`src/rtl/ppio_cfg.svh`:
```
// Purpose: offsets, reset values and pin masks of the port pin block
// Assumes: 8-bit register port, byte offsets inside the I/O block
// Notes: definitions only
`ifndef PPIO_CFG_SVH
`define PPIO_CFG_SVH
`define PPIO_OFS_A_IN 8'h00
`define PPIO_OFS_B_IN 8'h01
`define PPIO_OFS_A_OUT 8'h04
`define PPIO_OFS_B_OUT 8'h05
`define PPIO_OFS_A_DIR 8'h06
`define PPIO_OFS_B_DIR 8'h07
`define PPIO_OFS_C_IN 8'h10
`define PPIO_OFS_D_IN 8'h11
`define PPIO_OFS_C_OUT 8'h12
`define PPIO_OFS_D_OUT 8'h13
`define PPIO_OFS_C_DIR 8'h14
`define PPIO_OFS_D_DIR 8'h15
`define PPIO_RST_VAL 8'h00
`define PPIO_MASK_FULL 8'hff
`define PPIO_MASK_C 8'h9c
`define PPIO_MASK_D 8'h06
`define PPIO_MASK_D_SMALL 8'h02
`endif

```
`src/rtl/ppio_pkg.sv`:
```
// Purpose: shared types of the port pin block
// Assumes: nothing
// Notes: constants live in ppio_cfg.svh
package ppio_pkg;
	typedef logic [7:0] ppio_byte_t;
	typedef enum logic [1:0] {
		PPIO_PKG_FULL = 2'b00,
		PPIO_PKG_SMALL = 2'b01
	} ppio_variant_t;
endpackage : ppio_pkg

```
`src/rtl/ppio_port_pins.sv`:
```
// Purpose: processor pin I/O and logic-array routing for ports A to D
// Assumes: single 40 MHz clock mclk, inputs synchronous to it
// Notes: small_pkg drops port A and pin D2
`timescale 1ns/1ps
`include "ppio_cfg.svh"

// Summary of operation
// - reading an input register returns present pin levels, one per bit
// - port C input bits 7,4,3,2 follow pins; others carry no meaning
// - port D input bits 2 and 1 follow pins; others undefined
// - output register bit 1 drives high, 0 drives low when enabled
// - output and direction registers reset to zero
// - direction bit 1 makes pin output, 0 makes it input
// - port C output and direction hold only bits 7,4,3,2
// - port D output and direction hold only bits 2,1; bit 2 absent small
// - port A omitted in the small package; B, C, D stay
// - ports A,B,C reach logic-array bus via input macrocells; D directly
// - A,B,C take output macrocells; D takes decode-array chip selects
// - a logic-array output pin ignores its output register bit
// - logic-array input pins stay readable; direction still drives
// - driver enable is logic-array enable OR direction bit
// - pins start as inputs unless logic-array enable is active
// - internal-node macrocells leave their pin free for other I/O
// - port A input sits at 00h, port B input at 01h
module ppio_port_pins #(
	parameter bit SMALL_PKG = 1'b0
) (
	input wire logic mclk,
	input wire logic arst_n,
	input wire logic [7:0] reg_addr,
	input wire logic reg_wr,
	input wire logic reg_rd,
	input wire logic [7:0] reg_wdata,
	output logic [7:0] reg_rdata,
	input wire logic [7:0] port_a_in,
	input wire logic [7:0] port_b_in,
	input wire logic [7:0] port_c_in,
	input wire logic [7:0] port_d_in,
	output logic [7:0] port_a_out,
	output logic [7:0] port_b_out,
	output logic [7:0] port_c_out,
	output logic [7:0] port_d_out,
	output logic [7:0] port_a_oe,
	output logic [7:0] port_b_oe,
	output logic [7:0] port_c_oe,
	output logic [7:0] port_d_oe,
	input wire logic [7:0] gla_pin_sel_a,
	input wire logic [7:0] gla_pin_sel_b,
	input wire logic [7:0] gla_pin_sel_c,
	input wire logic [7:0] dla_pin_sel_d,
	input wire logic [7:0] gla_out_a,
	input wire logic [7:0] gla_out_b,
	input wire logic [7:0] gla_out_c,
	input wire logic [7:0] dla_cs_d,
	input wire logic [7:0] la_oe_a,
	input wire logic [7:0] la_oe_b,
	input wire logic [7:0] la_oe_c,
	input wire logic [7:0] la_oe_d,
	output logic [7:0] imc_bus_a,
	output logic [7:0] imc_bus_b,
	output logic [7:0] imc_bus_c,
	output logic [7:0] la_bus_d
);

	// ********************************************
	// masks per variant
	// ********************************************
	localparam logic [7:0] MASK_A = SMALL_PKG ? 8'h00 : `PPIO_MASK_FULL;
	localparam logic [7:0] MASK_B = `PPIO_MASK_FULL;
	localparam logic [7:0] MASK_C = `PPIO_MASK_C;
	localparam logic [7:0] MASK_D = SMALL_PKG ? `PPIO_MASK_D_SMALL : `PPIO_MASK_D;

	function automatic ppio_pkg::ppio_byte_t ppio_drive(
		input ppio_pkg::ppio_byte_t sel,
		input ppio_pkg::ppio_byte_t la_val,
		input ppio_pkg::ppio_byte_t reg_val,
		input ppio_pkg::ppio_byte_t mask
	);
		ppio_drive = ((sel & la_val) | (~sel & reg_val)) & mask;
	endfunction : ppio_drive

	function automatic ppio_pkg::ppio_byte_t ppio_enable(
		input ppio_pkg::ppio_byte_t la_en,
		input ppio_pkg::ppio_byte_t dir,
		input ppio_pkg::ppio_byte_t mask
	);
		ppio_enable = (la_en | dir) & mask;
	endfunction : ppio_enable

	// ********************************************
	// stored registers
	// ********************************************
	ppio_pkg::ppio_byte_t out_a, out_b, out_c, out_d;
	ppio_pkg::ppio_byte_t dir_a, dir_b, dir_c, dir_d;

	wire wr_out_a = reg_wr && (reg_addr == `PPIO_OFS_A_OUT);
	wire wr_out_b = reg_wr && (reg_addr == `PPIO_OFS_B_OUT);
	wire wr_out_c = reg_wr && (reg_addr == `PPIO_OFS_C_OUT);
	wire wr_out_d = reg_wr && (reg_addr == `PPIO_OFS_D_OUT);
	wire wr_dir_a = reg_wr && (reg_addr == `PPIO_OFS_A_DIR);
	wire wr_dir_b = reg_wr && (reg_addr == `PPIO_OFS_B_DIR);
	wire wr_dir_c = reg_wr && (reg_addr == `PPIO_OFS_C_DIR);
	wire wr_dir_d = reg_wr && (reg_addr == `PPIO_OFS_D_DIR);

	// unimplemented bits never store, so they read back zero
	always_ff @(posedge mclk or negedge arst_n) begin
		if (!arst_n) begin
			out_a <= `PPIO_RST_VAL;
			out_b <= `PPIO_RST_VAL;
			out_c <= `PPIO_RST_VAL;
			out_d <= `PPIO_RST_VAL;
			dir_a <= `PPIO_RST_VAL;
			dir_b <= `PPIO_RST_VAL;
			dir_c <= `PPIO_RST_VAL;
			dir_d <= `PPIO_RST_VAL;
		end else begin
			if (wr_out_a) out_a <= reg_wdata & MASK_A;
			if (wr_out_b) out_b <= reg_wdata & MASK_B;
			if (wr_out_c) out_c <= reg_wdata & MASK_C;
			if (wr_out_d) out_d <= reg_wdata & MASK_D;
			if (wr_dir_a) dir_a <= reg_wdata & MASK_A;
			if (wr_dir_b) dir_b <= reg_wdata & MASK_B;
			if (wr_dir_c) dir_c <= reg_wdata & MASK_C;
			if (wr_dir_d) dir_d <= reg_wdata & MASK_D;
		end
	end

	// ********************************************
	// read mux
	// ********************************************
	// unguaranteed input bits read as zero, a legal choice
	wire [7:0] next_reg_rdata =
		(reg_addr == `PPIO_OFS_A_IN) ? (port_a_in & MASK_A) :
		(reg_addr == `PPIO_OFS_B_IN) ? (port_b_in & MASK_B) :
		(reg_addr == `PPIO_OFS_C_IN) ? (port_c_in & MASK_C) :
		(reg_addr == `PPIO_OFS_D_IN) ? (port_d_in & MASK_D) :
		(reg_addr == `PPIO_OFS_A_OUT) ? out_a :
		(reg_addr == `PPIO_OFS_B_OUT) ? out_b :
		(reg_addr == `PPIO_OFS_C_OUT) ? out_c :
		(reg_addr == `PPIO_OFS_D_OUT) ? out_d :
		(reg_addr == `PPIO_OFS_A_DIR) ? dir_a :
		(reg_addr == `PPIO_OFS_B_DIR) ? dir_b :
		(reg_addr == `PPIO_OFS_C_DIR) ? dir_c :
		(reg_addr == `PPIO_OFS_D_DIR) ? dir_d : 8'h00;

	// ********************************************
	// pin drive and logic-array routing
	// ********************************************
	wire [7:0] next_a_out = ppio_drive(gla_pin_sel_a, gla_out_a, out_a, MASK_A);
	wire [7:0] next_b_out = ppio_drive(gla_pin_sel_b, gla_out_b, out_b, MASK_B);
	wire [7:0] next_c_out = ppio_drive(gla_pin_sel_c, gla_out_c, out_c, MASK_C);
	wire [7:0] next_d_out = ppio_drive(dla_pin_sel_d, dla_cs_d, out_d, MASK_D);
	wire [7:0] next_a_oe = ppio_enable(la_oe_a, dir_a, MASK_A);
	wire [7:0] next_b_oe = ppio_enable(la_oe_b, dir_b, MASK_B);
	wire [7:0] next_c_oe = ppio_enable(la_oe_c, dir_c, MASK_C);
	wire [7:0] next_d_oe = ppio_enable(la_oe_d, dir_d, MASK_D);

	// registered outputs cost a cycle of latency on pins and logic-array inputs
	always_ff @(posedge mclk or negedge arst_n) begin
		if (!arst_n) begin
			reg_rdata <= 8'h00;
			port_a_out <= 8'h00;
			port_b_out <= 8'h00;
			port_c_out <= 8'h00;
			port_d_out <= 8'h00;
			port_a_oe <= 8'h00;
			port_b_oe <= 8'h00;
			port_c_oe <= 8'h00;
			port_d_oe <= 8'h00;
			imc_bus_a <= 8'h00;
			imc_bus_b <= 8'h00;
			imc_bus_c <= 8'h00;
			la_bus_d <= 8'h00;
		end else begin
			if (reg_rd) reg_rdata <= next_reg_rdata;
			port_a_out <= next_a_out;
			port_b_out <= next_b_out;
			port_c_out <= next_c_out;
			port_d_out <= next_d_out;
			port_a_oe <= next_a_oe;
			port_b_oe <= next_b_oe;
			port_c_oe <= next_c_oe;
			port_d_oe <= next_d_oe;
			imc_bus_a <= port_a_in & MASK_A;
			imc_bus_b <= port_b_in & MASK_B;
			imc_bus_c <= port_c_in & MASK_C;
			la_bus_d <= port_d_in & MASK_D;
		end
	end

	// ********************************************
	// checks
	// ********************************************
	a_dir_enables_pin: assert property (@(posedge mclk) disable iff (!arst_n)
		wr_dir_b ##1 1'b1 |=> (port_b_oe == ($past(reg_wdata, 2) | $past(la_oe_b))))
		else $error("port b enable not direction or la enable");
	a_out_value_drive: assert property (@(posedge mclk) disable iff (!arst_n)
		(wr_out_b && gla_pin_sel_b == 8'h00) |=> ##1 (port_b_out == $past(reg_wdata, 2)))
		else $error("port b pin value not written value");
	a_la_out_wins: assert property (@(posedge mclk) disable iff (!arst_n)
		1'b1 |=> (port_c_out == ($past(gla_pin_sel_c & gla_out_c | ~gla_pin_sel_c & out_c) & MASK_C)))
		else $error("port c logic-array select ignored");
	a_c_mask_held: assert property (@(posedge mclk) disable iff (!arst_n)
		((out_c | dir_c) & ~MASK_C) == 8'h00)
		else $error("port c unimplemented bit stored");
	a_d_mask_held: assert property (@(posedge mclk) disable iff (!arst_n)
		(port_d_oe & ~MASK_D) == 8'h00)
		else $error("port d unimplemented pin enabled");
	a_a_absent_small: assert property (@(posedge mclk) disable iff (!arst_n)
		SMALL_PKG |-> (port_a_oe == 8'h00 && out_a == 8'h00))
		else $error("port a active in small package");
	a_read_pin_c: assert property (@(posedge mclk) disable iff (!arst_n)
		(reg_rd && reg_addr == `PPIO_OFS_C_IN) |=> ((reg_rdata & MASK_C) == ($past(port_c_in) & MASK_C)))
		else $error("port c read not pin level");
	a_read_back_dir: assert property (@(posedge mclk) disable iff (!arst_n)
		(wr_dir_d ##1 !wr_dir_d ##1 (reg_rd && reg_addr == `PPIO_OFS_D_DIR && !reg_wr))
		|=> (reg_rdata == ($past(reg_wdata, 3) & MASK_D)))
		else $error("port d direction read-back wrong");
	a_d_direct_bus: assert property (@(posedge mclk) disable iff (!arst_n)
		1'b1 |=> (la_bus_d == ($past(port_d_in) & MASK_D)))
		else $error("port d logic-array bus wrong");

	// ********************************************
	// per-port pin and register checks
	// ********************************************
	a_dir_oe_a: assert property (@(posedge mclk) disable iff (!arst_n)
		1'b1 |=> ((port_a_oe & $past(dir_a)) == $past(dir_a)))
		else $error("port a direction bit left pin undriven");
	a_laen_oe_a: assert property (@(posedge mclk) disable iff (!arst_n)
		1'b1 |=> ((port_a_oe & $past(la_oe_a & MASK_A)) == $past(la_oe_a & MASK_A)))
		else $error("port a logic-array enable ignored");
	a_idle_hiz_a: assert property (@(posedge mclk) disable iff (!arst_n)
		1'b1 |=> ((port_a_oe & ~$past(la_oe_a | dir_a)) == 8'h00))
		else $error("port a pin driven without enable");
	a_reg_drive_a: assert property (@(posedge mclk) disable iff (!arst_n)
		1'b1 |=> (((port_a_out ^ $past(out_a)) & ~$past(gla_pin_sel_a)) == 8'h00))
		else $error("port a pin value not register value");
	a_la_drive_a: assert property (@(posedge mclk) disable iff (!arst_n)
		1'b1 |=> (((port_a_out ^ $past(gla_out_a)) & $past(gla_pin_sel_a) & MASK_A) == 8'h00))
		else $error("port a logic-array value not on pin");
	a_dir_oe_b: assert property (@(posedge mclk) disable iff (!arst_n)
		1'b1 |=> ((port_b_oe & $past(dir_b)) == $past(dir_b)))
		else $error("port b direction bit left pin undriven");
	a_laen_oe_b: assert property (@(posedge mclk) disable iff (!arst_n)
		1'b1 |=> ((port_b_oe & $past(la_oe_b & MASK_B)) == $past(la_oe_b & MASK_B)))
		else $error("port b logic-array enable ignored");
	a_idle_hiz_b: assert property (@(posedge mclk) disable iff (!arst_n)
		1'b1 |=> ((port_b_oe & ~$past(la_oe_b | dir_b)) == 8'h00))
		else $error("port b pin driven without enable");
	a_reg_drive_b: assert property (@(posedge mclk) disable iff (!arst_n)
		1'b1 |=> (((port_b_out ^ $past(out_b)) & ~$past(gla_pin_sel_b)) == 8'h00))
		else $error("port b pin value not register value");
	a_la_drive_b: assert property (@(posedge mclk) disable iff (!arst_n)
		1'b1 |=> (((port_b_out ^ $past(gla_out_b)) & $past(gla_pin_sel_b) & MASK_B) == 8'h00))
		else $error("port b logic-array value not on pin");
	a_dir_oe_c: assert property (@(posedge mclk) disable iff (!arst_n)
		1'b1 |=> ((port_c_oe & $past(dir_c)) == $past(dir_c)))
		else $error("port c direction bit left pin undriven");
	a_laen_oe_c: assert property (@(posedge mclk) disable iff (!arst_n)
		1'b1 |=> ((port_c_oe & $past(la_oe_c & MASK_C)) == $past(la_oe_c & MASK_C)))
		else $error("port c logic-array enable ignored");
	a_idle_hiz_c: assert property (@(posedge mclk) disable iff (!arst_n)
		1'b1 |=> ((port_c_oe & ~$past(la_oe_c | dir_c)) == 8'h00))
		else $error("port c pin driven without enable");
	a_reg_drive_c: assert property (@(posedge mclk) disable iff (!arst_n)
		1'b1 |=> (((port_c_out ^ $past(out_c)) & ~$past(gla_pin_sel_c)) == 8'h00))
		else $error("port c pin value not register value");
	a_la_drive_c: assert property (@(posedge mclk) disable iff (!arst_n)
		1'b1 |=> (((port_c_out ^ $past(gla_out_c)) & $past(gla_pin_sel_c) & MASK_C) == 8'h00))
		else $error("port c logic-array value not on pin");
	a_dir_oe_d: assert property (@(posedge mclk) disable iff (!arst_n)
		1'b1 |=> ((port_d_oe & $past(dir_d)) == $past(dir_d)))
		else $error("port d direction bit left pin undriven");
	a_laen_oe_d: assert property (@(posedge mclk) disable iff (!arst_n)
		1'b1 |=> ((port_d_oe & $past(la_oe_d & MASK_D)) == $past(la_oe_d & MASK_D)))
		else $error("port d logic-array enable ignored");
	a_idle_hiz_d: assert property (@(posedge mclk) disable iff (!arst_n)
		1'b1 |=> ((port_d_oe & ~$past(la_oe_d | dir_d)) == 8'h00))
		else $error("port d pin driven without enable");
	a_reg_drive_d: assert property (@(posedge mclk) disable iff (!arst_n)
		1'b1 |=> (((port_d_out ^ $past(out_d)) & ~$past(dla_pin_sel_d)) == 8'h00))
		else $error("port d pin value not register value");
	a_cs_drive_d: assert property (@(posedge mclk) disable iff (!arst_n)
		1'b1 |=> (((port_d_out ^ $past(dla_cs_d)) & $past(dla_pin_sel_d) & MASK_D) == 8'h00))
		else $error("port d chip select not on pin");
	a_imc_bus_a: assert property (@(posedge mclk) disable iff (!arst_n)
		1'b1 |=> (imc_bus_a == ($past(port_a_in) & MASK_A)))
		else $error("port a input macrocell bus wrong");
	a_imc_bus_b: assert property (@(posedge mclk) disable iff (!arst_n)
		1'b1 |=> (imc_bus_b == ($past(port_b_in) & MASK_B)))
		else $error("port b input macrocell bus wrong");
	a_imc_bus_c: assert property (@(posedge mclk) disable iff (!arst_n)
		1'b1 |=> (imc_bus_c == ($past(port_c_in) & MASK_C)))
		else $error("port c input macrocell bus wrong");
	a_read_pin_a: assert property (@(posedge mclk) disable iff (!arst_n)
		(reg_rd && reg_addr == `PPIO_OFS_A_IN) |=> ((reg_rdata & MASK_A) == ($past(port_a_in) & MASK_A)))
		else $error("port a read not pin level");
	a_read_pin_b: assert property (@(posedge mclk) disable iff (!arst_n)
		(reg_rd && reg_addr == `PPIO_OFS_B_IN) |=> ((reg_rdata & MASK_B) == ($past(port_b_in) & MASK_B)))
		else $error("port b read not pin level");
	a_read_pin_d: assert property (@(posedge mclk) disable iff (!arst_n)
		(reg_rd && reg_addr == `PPIO_OFS_D_IN) |=> ((reg_rdata & MASK_D) == ($past(port_d_in) & MASK_D)))
		else $error("port d read not pin level");
	a_read_out_a: assert property (@(posedge mclk) disable iff (!arst_n)
		(reg_rd && reg_addr == `PPIO_OFS_A_OUT) |=> (reg_rdata == $past(out_a)))
		else $error("port a output read-back wrong");
	a_read_out_b: assert property (@(posedge mclk) disable iff (!arst_n)
		(reg_rd && reg_addr == `PPIO_OFS_B_OUT) |=> (reg_rdata == $past(out_b)))
		else $error("port b output read-back wrong");
	a_read_out_c: assert property (@(posedge mclk) disable iff (!arst_n)
		(reg_rd && reg_addr == `PPIO_OFS_C_OUT) |=> (reg_rdata == $past(out_c)))
		else $error("port c output read-back wrong");
	a_read_out_d: assert property (@(posedge mclk) disable iff (!arst_n)
		(reg_rd && reg_addr == `PPIO_OFS_D_OUT) |=> (reg_rdata == $past(out_d)))
		else $error("port d output read-back wrong");
	a_read_dir_a: assert property (@(posedge mclk) disable iff (!arst_n)
		(reg_rd && reg_addr == `PPIO_OFS_A_DIR) |=> (reg_rdata == $past(dir_a)))
		else $error("port a direction read-back wrong");
	a_read_dir_b: assert property (@(posedge mclk) disable iff (!arst_n)
		(reg_rd && reg_addr == `PPIO_OFS_B_DIR) |=> (reg_rdata == $past(dir_b)))
		else $error("port b direction read-back wrong");
	a_read_dir_c: assert property (@(posedge mclk) disable iff (!arst_n)
		(reg_rd && reg_addr == `PPIO_OFS_C_DIR) |=> (reg_rdata == $past(dir_c)))
		else $error("port c direction read-back wrong");
	a_write_out_a: assert property (@(posedge mclk) disable iff (!arst_n)
		wr_out_a |=> (out_a == ($past(reg_wdata) & MASK_A)))
		else $error("port a output write lost");
	a_write_out_b: assert property (@(posedge mclk) disable iff (!arst_n)
		wr_out_b |=> (out_b == ($past(reg_wdata) & MASK_B)))
		else $error("port b output write lost");
	a_write_out_c: assert property (@(posedge mclk) disable iff (!arst_n)
		wr_out_c |=> (out_c == ($past(reg_wdata) & MASK_C)))
		else $error("port c output write lost");
	a_write_out_d: assert property (@(posedge mclk) disable iff (!arst_n)
		wr_out_d |=> (out_d == ($past(reg_wdata) & MASK_D)))
		else $error("port d output write lost");
	a_rdata_hold: assert property (@(posedge mclk) disable iff (!arst_n)
		!reg_rd |=> $stable(reg_rdata))
		else $error("read data moved without a read");
	a_unmapped_zero: assert property (@(posedge mclk) disable iff (!arst_n)
		(reg_rd && reg_addr == 8'h20) |=> (reg_rdata == 8'h00))
		else $error("unmapped read not zero");
	a_in_write_ignored: assert property (@(posedge mclk) disable iff (!arst_n)
		(reg_wr && reg_addr == `PPIO_OFS_C_IN) |=> ($stable(out_c) && $stable(dir_c)))
		else $error("write to input register stored");

endmodule : ppio_port_pins

```
`config.mk`:
```
export PLATFORM = sky130hd
export DESIGN_NAME = ppio_port_pins
export DESIGN_NICKNAME = d
export VERILOG_FILES = /design/src/rtl/ppio_pkg.sv /design/src/rtl/ppio_port_pins.sv
export VERILOG_INCLUDE_DIRS = /design/src /design/src/rtl
export SDC_FILE = /design/constraint.sdc
export NUM_CORES = 1
export LEC_CHECK = 0
export BUFFER_PORTS_ARGS = -buffer_cell sky130_fd_sc_hd__buf_4
export CORE_AREA = 2 2 113 137
export CTS_CLUSTER_DIAMETER = 80
export CTS_CLUSTER_SIZE = 14
export DETAILED_ROUTE_END_ITERATION = 8
export DIE_AREA = 0 0 115 139
export GPL_TIMING_DRIVEN = 0
export MAX_ROUTING_LAYER = met4
export PLACE_DENSITY = 0.66
export REMOVE_ABC_BUFFERS = 1
export SETUP_SLACK_MARGIN = 0.05
export SLEW_MARGIN = 15
export SYNTH_ARGS = -nofsm -noshare
export SYNTH_HDL_FRONTEND = slang
export SYNTH_SLANG_ARGS = --single-unit
```
`constraint.sdc`:
```
create_clock -name mclk -period 1.3 [get_ports mclk]
set_input_delay 0.13 -clock mclk [delete_from_list [all_inputs] [get_ports mclk]]
set_output_delay 0.13 -clock mclk [all_outputs]
set_load 0.05 [all_outputs]
```
# After elaboration in Yosys (flattened, before gate mapping)
# Index checks and enable logic that the tools add are counted.
[totals]
ff_bits = 118
out_inout_bits = 104
elab_cells = 73
[classes]
bitwise = 20
eq_ne = 11
n_reduce_logical = 9
mux = 12
[op_table]
columns = ["operator", "n"]
rows = [
  ["two-way mux 8 bit", 11],
  ["AND 8 bit", 6],
  ["equality test 8 x 5 -> 1 bit, second input constant", 6],
  ["bitwise OR 8 bit", 6],
  ["equality test 8 x 3 -> 1 bit, second input constant", 4],
  ["inverter 8 bit", 3],
  ["equality test 8 x 1 -> 1 bit, second input constant", 1],
  ["logical AND 1 bit", 8],
  ["logical NOT 8 bit", 1],
  ["AND 3 bit", 2],
  ["bitwise OR 3 bit", 2],
  ["two-way mux 3 bit", 1],
  ["inverter 3 bit", 1],
]

# Longest topological paths before layout
[logic_depth]
ltp_word = 13
depth_mapped = 8
ltp_nobuf = 5

# Least setup slack after synthesis
# No wires, ideal clock.
[synth_path]
path_kind = "input to register"
start = "in reg_addr[5]"
end = "reg out_b[0]"
path_stages = 4
arrival_ns = 1.649
slack_ns = -0.473
path_buffers = 1
path_cell_list = "or4_4 -> buf_6 -> nor4_4 -> mux2_2"
[synth_via]
elab_chain_cells = 2
[synth_lines]
columns = ["element", "line", "rtl"]
rows = [
  ["start: declaration", "ppio_port_pins.sv:30", "input wire logic [7:0] reg_addr,"],
  ["equality test 8 x 3 -> 1 bit (no line)", "-", ""],
  ["logical AND 1 bit", "ppio_port_pins.sv:97", "wire wr_out_b = reg_wr && (reg_addr == `PPIO_OFS_B_OUT);"],
  ["end signal: assignment", "ppio_port_pins.sv:109", "out_b <= `PPIO_RST_VAL;"],
  ["end signal: assignment", "ppio_port_pins.sv:118", "if (wr_out_b) out_b <= reg_wdata & MASK_B;"],
  ["end: declaration", "ppio_port_pins.sv:93", "ppio_pkg::ppio_byte_t out_a, out_b, out_c, out_d;"],
]
# No other way between the ends.
# A chain may end at the register's enable or synchronous reset.

# Worst setup path in the final report
[layout_path]
start = "reg out_b[5]"
end = "reg reg_rdata[5]"
[layout_via]
elab_chain_cells = 6
[layout_lines]
columns = ["element", "line", "rtl"]
rows = [
  ["two-way mux 8 bit", "ppio_port_pins.sv:138", "(reg_addr == `PPIO_OFS_B_OUT) ? out_b :"],
  ["two-way mux 8 bit", "ppio_port_pins.sv:137", "(reg_addr == `PPIO_OFS_A_OUT) ? out_a :"],
  ["two-way mux 8 bit", "ppio_port_pins.sv:136", "(reg_addr == `PPIO_OFS_D_IN) ? (port_d_in & MASK_D) :"],
  ["two-way mux 8 bit", "ppio_port_pins.sv:135", "(reg_addr == `PPIO_OFS_C_IN) ? (port_c_in & MASK_C) :"],
  ["two-way mux 8 bit", "ppio_port_pins.sv:134", "(reg_addr == `PPIO_OFS_B_IN) ? (port_b_in & MASK_B) :"],
  ["two-way mux 8 bit", "ppio_port_pins.sv:133", "(reg_addr == `PPIO_OFS_A_IN) ? (port_a_in & MASK_A) :"],
  ["end signal: assignment", "ppio_port_pins.sv:175", "if (reg_rd) reg_rdata <= next_reg_rdata;"],
  ["end: declaration", "ppio_port_pins.sv:34", "output logic [7:0] reg_rdata,"],
]
# No other way between the ends.

==> summary.txt <==
prevailing post-synth register cell: dfrtp_1
main combinational cell family by area after synthesis: multiplexers
layout cells sized above 1: 0.517
synthesized cell area: 5060 sq um
vias in the first global route: 4633
Clock Skew: 0.00585 ns
clk sinks: 118
Inserted Clock Buffers: 17
Pint: 7.89 mW
peak supply drop: 744 uV
Residual DRC: 0
Pre-Repair DR Iteration Count: 4
Fmax: 707 MHz
largest net degree at the start of global routing: 119
Mapped Cells: 390
worst hold path type: in2reg
htree depth: 4
IO Count: 252
global-route wire length before repair: 24100 microns
Final setup viols: 26
async set-reset flop share out of synthesis: 1.00
YS warnings: 0
reg2reg setup slack: -0.11 ns
Clock Tree Root: clkbuf_16
setup ws final: -0.114 ns
Reg clk slew, reported paths: 0.06 ns
remaining antenna violation count: 0
Total GRT Usage: 0.205
CTS max path bufs: 2
Synth top area share: 0.584
syn avg cell area: 13.0 sq um
fin cells: 894
Period minus WS final: 1.41 ns
area grow syn2layout: 70.1%
most common library cells after synthesis: dfrtp_1, mux2_2, buf_4
Compound-Gate Fraction of Synth Area: 0.0797
IO buf count: 181
area of the die: 16000 sq um
Slew Viols, Final: 0
combinational share of power: 0.180
Synth Area in Adders: 0
Worst Setup SP: out_b[5]
CP endpoint kind: register
Setup crit end: reg_rdata[5]
WL/cell: 17.5 microns
LEAKAGE: 4.10 nW
RSZ-0062 raised after global routing: yes
status: finished, violations left
Cell Rows: 49
Core Region: 14700 sq um
hold path cells: 2
required time worst endpoint: 1.60 ns
final period utilization: 1.09
Chip Height: 139 microns
clock network power share: 0.456
reg2reg start: out_b[5]
Ant. Diodes: 0
register share of total power: 0.364
fin nets: 851
critical path fanouts, max: 2
Crit Path Category: reg2reg
Area contributors post-synth: dfrtp_1, mux2_2, buf_4
Die X: 115 microns
Placer Congestion: 0.824
initial antenna violation count: 0
CTS tree: done
Net Switching: 3.00 mW
violated checks: negative setup slack
XOR/XNOR share of the synthesized area: 0
mux contribution to synthesized area: 0.157
Max Cap Viol: 0
DR vias/cell: 4.76
Startpoint Class: register
setup TNS: -1.51 ns
Inst Count DP: 736
clk_lat worst skew: 0.42 ns
Overflow after GRT: 0
initial core utilization: 0.344
Yosys cell types: 56
P per Cell Area: 1270 nW/um^2
most frequent cell after synthesis: dfrtp_1
final WL: 15600 microns
Simple-Gate Fraction of Synth Area: 0.108
EDFF count, synth: 0
Initial DRC Count: 227
Slew @ Worst Pin: 0.925 ns
final-report hold violation count: 0
Worst slew margin: 0.383
routed vias: 4257
Crit Reg-Reg Endpoint: reg_rdata[5]
cell taking the most area after synthesis: dfrtp_1
Crit path arrival time: 1.71 ns
post-synthesis register bit count: 118
sequential cell area fraction in the yosys report: 0.584
Detailed Place HPWL: 10000 microns
FF-to-FF path depth: 4
Sw Share: 0.276
[metal layers]
layer	track usage	vias to the layer above	share of wire
li1	-	1963	-
met1	0.234	2065	0.39
met2	0.345	194	0.53
met5	-	-	0
met4	0.0862	0	0.026
met3	0.0455	35	0.054
[timing repair]
action | 4_1_cts | 5_1_grt
endpoints found under the hold margin | 221 | 0
pin swaps | 16 | 11
endpoints found under the setup margin | 52 | 47
cloned | 0 | 0
hold buffers | 96 | 0
gates resized for setup | 65 | 27
buffers inserted | 24 | 6
[power groups by stage]
stage	Combinational [mW]	Clock, mW	Sequential, mW
2_1_floorplan	0.467	0	4.45
3_3_place_gp	1.56	0	4.03
3_5_place_dp	1.59	0	4.04
4_1_cts	1.93	5.04	3.96
5_1_grt	2.07	5.26	3.98
6_report	1.96	4.96	3.96
[flip-flops by register name (all words and copies together) (netlist names)]
signal,cells
port_a_oe,8
port_a_out,8
dir_c,4
imc_bus_b,8
port_d_out,2
out_b,8
la_bus_d,2
reg_rdata,8
dir_b,8
dir_d,2
imc_bus_a,8
out_d,2
port_c_oe,4
port_b_out,8
dir_a,8
out_a,8
port_c_out,4
port_d_oe,2
port_b_oe,8
out_c,4
imc_bus_c,4
[metrics by stage]
step | hold slack [ns] | worst slack (ns) | power, mW | area (sq um) | util
after global placement | 0.253 | -1.24 | 5.59 | 6410 | 0.436
after floorplan | -0.166 | -0.552 | 4.91 | 4830 | -
after detailed placement | 0.251 | -1.17 | 5.62 | 6410 | 0.436
after CTS | 0.00276 | -0.118 | 10.9 | 8470 | 0.575
after global routing | 0.00769 | -0.170 | 11.3 | 8600 | 0.584
final | 0.0217 | -0.114 | 10.9 | 8600 | 0.584
[layout make-up]
class	count	area [sq um]
clock inverters	12	165
flip-flops and latches	118	2950
multi-input cells	254	2150
well taps	178	223
inverters	5	20.0
repair buffers	307	2620
clock buffers	20	467
fillers	1171	6110
[worst min path at each step]
| stage | startpoint | slack (ns) | to |
|---|---|---|---|
| after floorplan | arst_n | -0.17 | dir_a[0] |
| after global placement | port_b_in[3] | 0.25 | imc_bus_b[3] |
| after detailed placement | port_c_in[7] | 0.25 | imc_bus_c[7] |
| after CTS | reg_wdata[2] | 0.003 | out_a[2] |
| after global routing | reg_wdata[2] | 0.008 | dir_d[2] |
| final | reg_wdata[2] | 0.02 | out_a[2] |
[cells in the final DEF (no fill, tap or decap), types with 4 or more instances in the layout]
cell type and count:
nand2_1 16, nor2_1 12, a21oi_1 10, nand2b_1 4, dlygate4sd3_1 96, clkbuf_16 17, mux2_2 39, o21ai_1 4
dfrtp_1 118, clkbuf_8 4, buf_4 199, mux2_4 23, a221oi_2 4, or2_2 22, conb_1 30, buf_6 6
o21ai_0 11, nor2b_1 6, inv_6 4, o22ai_1 5
[logic make-up (layout without fill, tap and decap cells)]
group | count (synthesis) | count (layout)
DFF | 118 | 118
buffers and inverters | 47 | 344
AOI/OAI and AO/OA | 60 | 60
and+or+nand+nor | 96 | 96
muxes | 68 | 68
other | 1 | 30
[critical path, cell delays in order, from the launching register on]
cell	delay, ns
dfrtp_1	0.38
mux4_2	0.51
nor2b_4	0.16
a221oi_2	0.15
a21oi_1	0.09
No activity file was read; power rests on OpenSTA's default activity.
